File: src/shared/memmap_consts.vh
// address map constants for the core memory decoder
// Overview of operation
// - program counter is 13 bits, addressing 8k words of 14 bits
// - only program words 0000h to 07FFh physically exist
// - fetches above 2k wrap into the implemented 2k words
// - reset loads the program counter with 0000h
// - taking an interrupt loads the program counter with 0004h
// - data memory has two banks, each with special and general registers
// - lowest 32 locations of each bank are special function registers
// - general RAM answers at 20h-7Fh in bank 0, A0h-BFh in bank 1
// - bank 1 F0h-FFh reach the same cells as bank 0 70h-7Fh
// - unimplemented data locations read zero, writes are dropped
// - bank select bit 0 picks bank 0, 1 picks bank 1
`ifndef MEMMAP_CONSTS_VH
`define MEMMAP_CONSTS_VH
`define PC_WIDTH 13
`define PROG_AW 11
`define PROG_DW 14
`define RESET_VECTOR 13'h0000
`define INTR_VECTOR 13'h0004
`define SFA_TOP 8'h1F
`define B0_RAM_LO 8'h20
`define B0_RAM_HI 8'h7F
`define B1_RAM_LO 8'hA0
`define B1_RAM_HI 8'hBF
`define B1_MIRROR_LO 8'hF0
`define RAM_WORDS 128
`define RAM_AW 7
`define B1_RAM_BASE 7'h00
`endif

File: src/rtl/data_ram.v
// general purpose data RAM array, synchronous read and write
`timescale 1ns/1ps
module data_ram #(
  parameter AW = 7,
  parameter DEPTH = 128
) (
  // clock
  clk,
  // access
  we,
  addr,
  wdata,
  rdata
);
  input wire clk;
  input wire we;
  input wire [AW-1:0] addr;
  input wire [7:0] wdata;
  output reg [7:0] rdata;

  reg [7:0] mem [0:DEPTH-1];

  always @(posedge clk) begin
    if (we) begin
      mem[addr] <= wdata;
    end
    // write-first: a write answers with the byte it stores
    rdata <= we ? wdata : mem[addr];
  end
endmodule

File: src/rtl/mcu_memory_map_decode.v
// program counter and data address decoder for the 8-bit core
`timescale 1ns/1ps
`include "memmap_consts.vh"
module mcu_memory_map_decode (
  // clock and reset
  clk,
  rst,
  // program counter control from the core
  pc_step,
  pc_load,
  pc_load_value,
  intr_take,
  // program fetch address to the program array
  pc_q,
  prog_addr_q,
  // bank select state from the status register
  bank_select_bit,
  upper_bank_bit_reserved,
  indirect_bank_bit_reserved,
  // core data access
  data_req,
  data_we,
  data_operand,
  data_wdata,
  data_rdata_q,
  data_valid_q,
  // special function area port
  sfa_req_q,
  sfa_we_q,
  sfa_addr_q,
  sfa_wdata_q,
  sfa_rdata,
  // decode status of last access
  unimpl_hit_q
);
  // ==========================================
  // port declarations
  // clock and reset
  input wire clk;
  input wire rst;
  // program counter control
  input wire pc_step;
  input wire pc_load;
  input wire [12:0] pc_load_value;
  input wire intr_take;
  // program fetch address
  output reg [12:0] pc_q;
  output reg [10:0] prog_addr_q;
  // bank select state; the two reserved bits are left unread
  input wire bank_select_bit;
  input wire upper_bank_bit_reserved;
  input wire indirect_bank_bit_reserved;
  // core data access
  input wire data_req;
  input wire data_we;
  input wire [6:0] data_operand;
  input wire [7:0] data_wdata;
  output reg [7:0] data_rdata_q;
  output reg data_valid_q;
  // special function area port
  output reg sfa_req_q;
  output reg sfa_we_q;
  output reg [7:0] sfa_addr_q;
  output reg [7:0] sfa_wdata_q;
  input wire [7:0] sfa_rdata;
  // decode status
  output reg unimpl_hit_q;

  // ==========================================
  // program counter
  reg [12:0] pc_d;

  always @* begin
    pc_d = pc_q;
    // interrupt outranks a load, a load outranks a step
    // interrupt vector load
    if (intr_take) begin
      pc_d = `INTR_VECTOR;
    end else if (pc_load) begin
      pc_d = pc_load_value;
    end else if (pc_step) begin
      pc_d = pc_q + 13'h0001;
    end
  end

  // fetch address follows pc_d, so it never lags the counter
  always @(posedge clk) begin
    if (rst) begin
      pc_q <= `RESET_VECTOR;
      prog_addr_q <= 11'h000;
    end else begin
      pc_q <= pc_d;
      prog_addr_q <= pc_d[10:0];
    end
  end

  // ==========================================
  // data address decode
  // reserved upper bank bits are ignored; software keeps them zero
  wire [7:0] full_addr;
  wire in_sfa;
  wire in_b0_ram;
  wire in_b1_ram;
  wire in_mirror;
  wire in_hole;
  reg is_sfa;
  reg is_ram;
  reg [6:0] ram_index;

  assign full_addr = {bank_select_bit, data_operand};

  // ==========================================
  // region hits, mutually exclusive
  // special area per bank
  assign in_sfa = ({1'b0, data_operand} <= `SFA_TOP);
  assign in_b0_ram = (full_addr >= `B0_RAM_LO) && (full_addr <= `B0_RAM_HI);
  assign in_b1_ram = (full_addr >= `B1_RAM_LO) && (full_addr <= `B1_RAM_HI);
  // top of bank 1 reaches bank 0 cells
  assign in_mirror = (full_addr >= `B1_MIRROR_LO);
  // holes: only bank 1 C0h-EFh; bank 0 has none above the special area
  // whatever is left is a hole
  assign in_hole = ~(in_sfa | in_b0_ram | in_b1_ram | in_mirror);

  always @* begin
    is_sfa = in_sfa;
    // at most one region matches, so the or never mixes two hits
    is_ram = in_b0_ram | in_b1_ram | in_mirror;
    if (in_b1_ram) begin
      // bank 1 ram in the low words bank 0 leaves free
      ram_index = `B1_RAM_BASE + {2'b00, full_addr[4:0]};
    end else begin
      // bank 0 ram and the mirror share the low seven bits
      ram_index = full_addr[6:0];
    end
  end

  // ==========================================
  // ram array and response
  wire [7:0] ram_rdata;
  reg sel_ram_q;
  reg sel_sfa_q;
  reg pend_q;

  // one array holds both banks; the mirror adds no cells
  data_ram #(
    .AW(`RAM_AW),
    .DEPTH(`RAM_WORDS)
  ) u_ram (
    .clk(clk),
    .we(data_req & data_we & is_ram),
    .addr(ram_index),
    .wdata(data_wdata),
    .rdata(ram_rdata)
  );

  // ==========================================
  // forward to the special area, one-cycle pulse
  always @(posedge clk) begin
    if (rst) begin
      sfa_req_q <= 1'b0;
      sfa_we_q <= 1'b0;
      sfa_addr_q <= 8'h00;
      sfa_wdata_q <= 8'h00;
    end else begin
      sfa_req_q <= data_req & is_sfa;
      sfa_we_q <= data_req & data_we & is_sfa;
      // address and data ride along every cycle; only the pulse matters
      sfa_addr_q <= full_addr;
      sfa_wdata_q <= data_wdata;
    end
  end

  // ==========================================
  // request tracking for the answer stage
  always @(posedge clk) begin
    if (rst) begin
      sel_ram_q <= 1'b0;
      sel_sfa_q <= 1'b0;
      pend_q <= 1'b0;
      unimpl_hit_q <= 1'b0;
    end else begin
      sel_ram_q <= is_ram;
      sel_sfa_q <= is_sfa;
      // answer follows every request, hole or not
      pend_q <= data_req;
      // flag holds between requests so the core sees the last access
      if (data_req) begin
        unimpl_hit_q <= in_hole;
      end
    end
  end

  // ==========================================
  // answer stage
  // answer one cycle after the array, so the output is registered
  always @(posedge clk) begin
    if (rst) begin
      data_rdata_q <= 8'h00;
      data_valid_q <= 1'b0;
    end else begin
      // one answer per taken request, two edges after it
      data_valid_q <= pend_q;
      if (pend_q) begin
        // holes read zero
        // special area data is taken while its request stands
        if (sel_ram_q) begin
          data_rdata_q <= ram_rdata;
        end else if (sel_sfa_q) begin
          data_rdata_q <= sfa_rdata;
        end else begin
          data_rdata_q <= 8'h00;
        end
      end
    end
  end
endmodule

File: config.mk
export PLATFORM = sky130hd
export DESIGN_NAME = mcu_memory_map_decode
export DESIGN_NICKNAME = d
export VERILOG_FILES = /design/src/rtl/data_ram.v /design/src/rtl/mcu_memory_map_decode.v
export VERILOG_INCLUDE_DIRS = /design/src /design/src/shared
export SDC_FILE = /design/constraint.sdc
export NUM_CORES = 1
export LEC_CHECK = 0
export BUFFER_PORTS_ARGS = -buffer_cell sky130_fd_sc_hd__buf_2
export CAP_MARGIN = 20
export CORE_ASPECT_RATIO = 2
export CORE_MARGIN = 5
export CORE_UTILIZATION = 55
export CTS_CLUSTER_DIAMETER = 100
export DETAILED_ROUTE_END_ITERATION = 12
export PLACE_DENSITY = 0.74
export SYNTH_ARGS = -nofsm -noshare
export SYNTH_HDL_FRONTEND = slang
export SYNTH_SLANG_ARGS = --single-unit
File: constraint.sdc
create_clock -name clk -period 2.16 [get_ports clk]
set_input_delay 0.216 -clock clk [delete_from_list [all_inputs] [get_ports clk]]
set_output_delay 0.216 -clock clk [all_outputs]
set_load 0.01 [all_outputs]
==> run_results.csv <==
group,metric,value,unit
timing,fin_ws,-0.284,ns
power_and_ir_drop,vdd.ir_drop.worst,0.000932,V
global_routing,antenna_found_initial,3,
floorplanning,io_pins,98,
logic_synthesis,synth_top_cell_area_share,73.1,%
final_layout,finalInstanceArea,51400,um2
floorplanning,start_util,55.4,%
logic_synthesis,synth_edf_count,1024,
worst_setup_path,path_class,"reg -> reg",
logic_synthesis,yosysSeqAreaShare,75.6,%
logic_synthesis,async_reset_ff_share,0,%
placed_design,portBuffers,95,
final_layout,nets,2807,
logic_synthesis,synth_area,42000,um2
run_status,violations,"setup timing",
clock_network,clock_latency,0.68,ns
global_routing,overflow,0,
logic_synthesis,synth.avg_cell_area,19.3,um2
worst_setup_path,crit_family,"compound AO/OA/AOI/OAI gates",
worst_setup_path,critical_path_required,2.70,ns
timing,setup-violations-final,8,
logic_synthesis,ys_ff_latch,1075,
floorplanning,core-area,75900,um2
hold_path,hold_path.class,"in -> reg",
clock_network,cts_buffers,88,
placed_design,detailed_place.area,46900,um2
clock_network,cts_root_buf,"clkbuf_16",
detailed_routing,vias,24200,
timing,finalMaxSlewViolations,0,
worst_setup_path,crit_path_cell_trace,"buf_12, clkbuf_16, buf_6, mux2i_1, o22ai_2, o32ai_1, nor4_1, nand4_1, o32ai_2",
logic_synthesis,syn-instance-count,2180,
floorplanning,rows,143,
placed_design,post-dp-hpwl,79.5,mm
global_routing,grt_start_max_net_pins,130,
detailed_routing,dr.pass1.iters,8,
timing,fin_crit,2.44,ns
floorplanning,die-area,82400,um2
logic_synthesis,synth_most_common_cell,"edfxtp_1",
placed_design,routabilityCongestion,0.983,
logic_synthesis,synth_nets,2227,
timing,tns,-1.96,ns
timing,hold_viol_final,0,
timing,rsz0062_at_grt,"yes",
worst_setup_path,endpoint_kind,"flip-flop",
power_and_ir_drop,leakagePower,17.6,nW
worst_setup_path,slowest_delay,0.50,ns
logic_synthesis,synth_commonest_cells,"1,024 x edfxtp_1, 169 x mux4_2, 162 x nor2_1, 159 x mux2i_1, 72 x o22ai_1",
clock_network,htree_num_levels,3,
worst_setup_path,arrival,2.98,ns
worst_setup_path,r2r_setup_slack,-0.28,ns
worst_setup_path,critical_path_buf_inv_count,3,
timing,max_freq,0.409,GHz
clock_network,cts_tree,"yes",
worst_setup_path,worst-path-max-fanout,15,
clock_network,clk_pin_slew,0.07,ns
timing,worstMarginPinSlew,0.752,ns
global_routing,grt_pass1_vias,24800,
floorplanning,die_h,401,um
timing,slew_headroom,49.9,%
global_routing,grt_first_pass_wirelength,167,mm
worst_setup_path,critical_path.startpoint_type,"flip-flop",
floorplanning,dieWidth,206,um
job,drv_cap,0,
logic_synthesis,synth_area_leaders,"edfxtp_1 73%, mux4_2 9.1%, mux2i_1 3.8%",
final_layout,drive_gt1_share,35.8,%
detailed_routing,wl_per_cell,30.5,um
clock_network,cts_max_path_buffers,3,
timing,post-route-period-util,113,%
clock_network,clock_sinks,1075,
worst_setup_path,crit_slowest_cell,"o32ai_1",
logic_synthesis,yosysTopAreaCell,"edfxtp_1",
final_layout,area_growth,22.4,%
timing,skew,0.0219,ns
logic_synthesis,synth_flop_cell,"edfxtp_1",
detailed_routing,ant_nets,0,
global_routing,grt_usage,28.3,%
detailed_routing,drc_errors,0,
logic_synthesis,yosys_warnings,0,
detailed_routing,postRouteWirelength,118,mm
power_and_ir_drop,power.density,819,nW/um2
detailed_routing,viasPerCell,6.28,
run_status,status,"finished with violations",
detailed_routing,first_iter_violations,2881,
logic_synthesis,synth_cell_types,54,
## worst min-delay path: stages
cell	delay (ns)
buf_2	0.11
a31oi_1	0.21
o22ai_1	0.15
## per-layer routing
layer	track usage, %	vias to the layer above	wire [um]	share of wire [%]
met5	0	-	0	0
met4	16.8	0	8920	7.6
met3	4.65	345	8420	7.2
met2	49.6	1334	61300	52
met1	32.5	12400	38900	33
li1	-	10100	-	-
## timing repair
| item | CTS | global route |
|---|---|---|
| gates cloned | 3 | 3 |
| buffers inserted | 15 | 16 |
| endpoints found under the hold margin | 111 | 0 |
| hold buffers | 40 | 0 |
| setup endpoints to repair | 8 | 233 |
| pin swaps | 17 | 26 |
| resized for setup | 97 | 83 |
## final cells by class
| cell class | instances | area (um2) |
|---|---|---|
| inverter | 6 | 26.3 |
| tap | 1015 | 1270 |
| antenna | 5 | 12.5 |
| clock inverter | 52 | 603 |
| fill | 4821 | 24400 |
| timing repair buffer | 615 | 5420 |
| multi-input combinational | 974 | 10000 |
| sequential | 1075 | 31800 |
| clock buffer | 109 | 2320 |
## registers in the layout, indices dropped and copies added (netlist names), 8 cells and up, named ones only
register and cells:
pc_q 13, sfa_wdata_q 8, data_rdata_q 8, u_ram.mem 1024, sfa_addr_q 8
## final timing paths
kind,from,endpoint,cells after the start
hold / removal,sfa_rdata[4],data_rdata_q[4],3
hold reg to reg,unimpl_hit_q,unimpl_hit_q,2
setup reg to reg,flip-flop,data_rdata_q[6],9
setup / recovery,flip-flop,data_rdata_q[6],9
## power breakdown
part           switching (mW)  internal (mW)  leakage (nW)
registers              0.0704           22.8          9.62
logic                    1.58           1.20          6.56
clock network            7.30           9.13          1.41
## cells by family after synthesis
| kind of cell | count (synthesis) | synth area share (%) |
|---|---|---|
| DFF | 1075 | 75.6 |
| and+or+nand+nor | 394 | 4.34 |
| muxes | 346 | 14.0 |
| AOI/OAI and AO/OA | 223 | 3.73 |
| buffers and inverters | 131 | 2.17 |
| xor gates and xnor gates | 10 | 0.208 |
| adders and majority gates | 1 | 0.0298 |
## stage by stage
step           cells  utilization, %  hold slack, ns  setup slack [ns]  power (mW)
2_1_floorplan   2180               -           0.244           -0.0950        24.5
3_3_place_gp    3610            61.8           0.360            -0.815        25.8
3_5_place_dp    3610            61.8           0.358            -0.902        25.8
4_1_cts         3829            67.1          0.0122            -0.251        42.2
5_1_grt         3847            67.8          0.0385            -0.328        43.3
6_report        3851            67.8          0.0568            -0.284        42.1
## placed cells by master (no fill, tap or decap), drive strengths merged, types with 6 or more instances in the layout
cell	instances
clkbuf	112
bufinv	12
mux4	187
nand2	59
a21oi	19
nand3	37
nor3	43
o22ai	73
nand2b	6
nand4	12
nor4	9
a22oi	21
buf	572
and3	6
nor2b	35
o221ai	16
dfxtp	51
dlygate4sd3	40
a31oi	8
a2111oi	12
mux2i	159
o21ai	28
clkinvlp	11
clkinv	25
a41oi	6
inv	10
and2	15
a211oi	23
nor2	162
edfxtp	1024
Note: power is estimated with default switching activity, not from simulation.
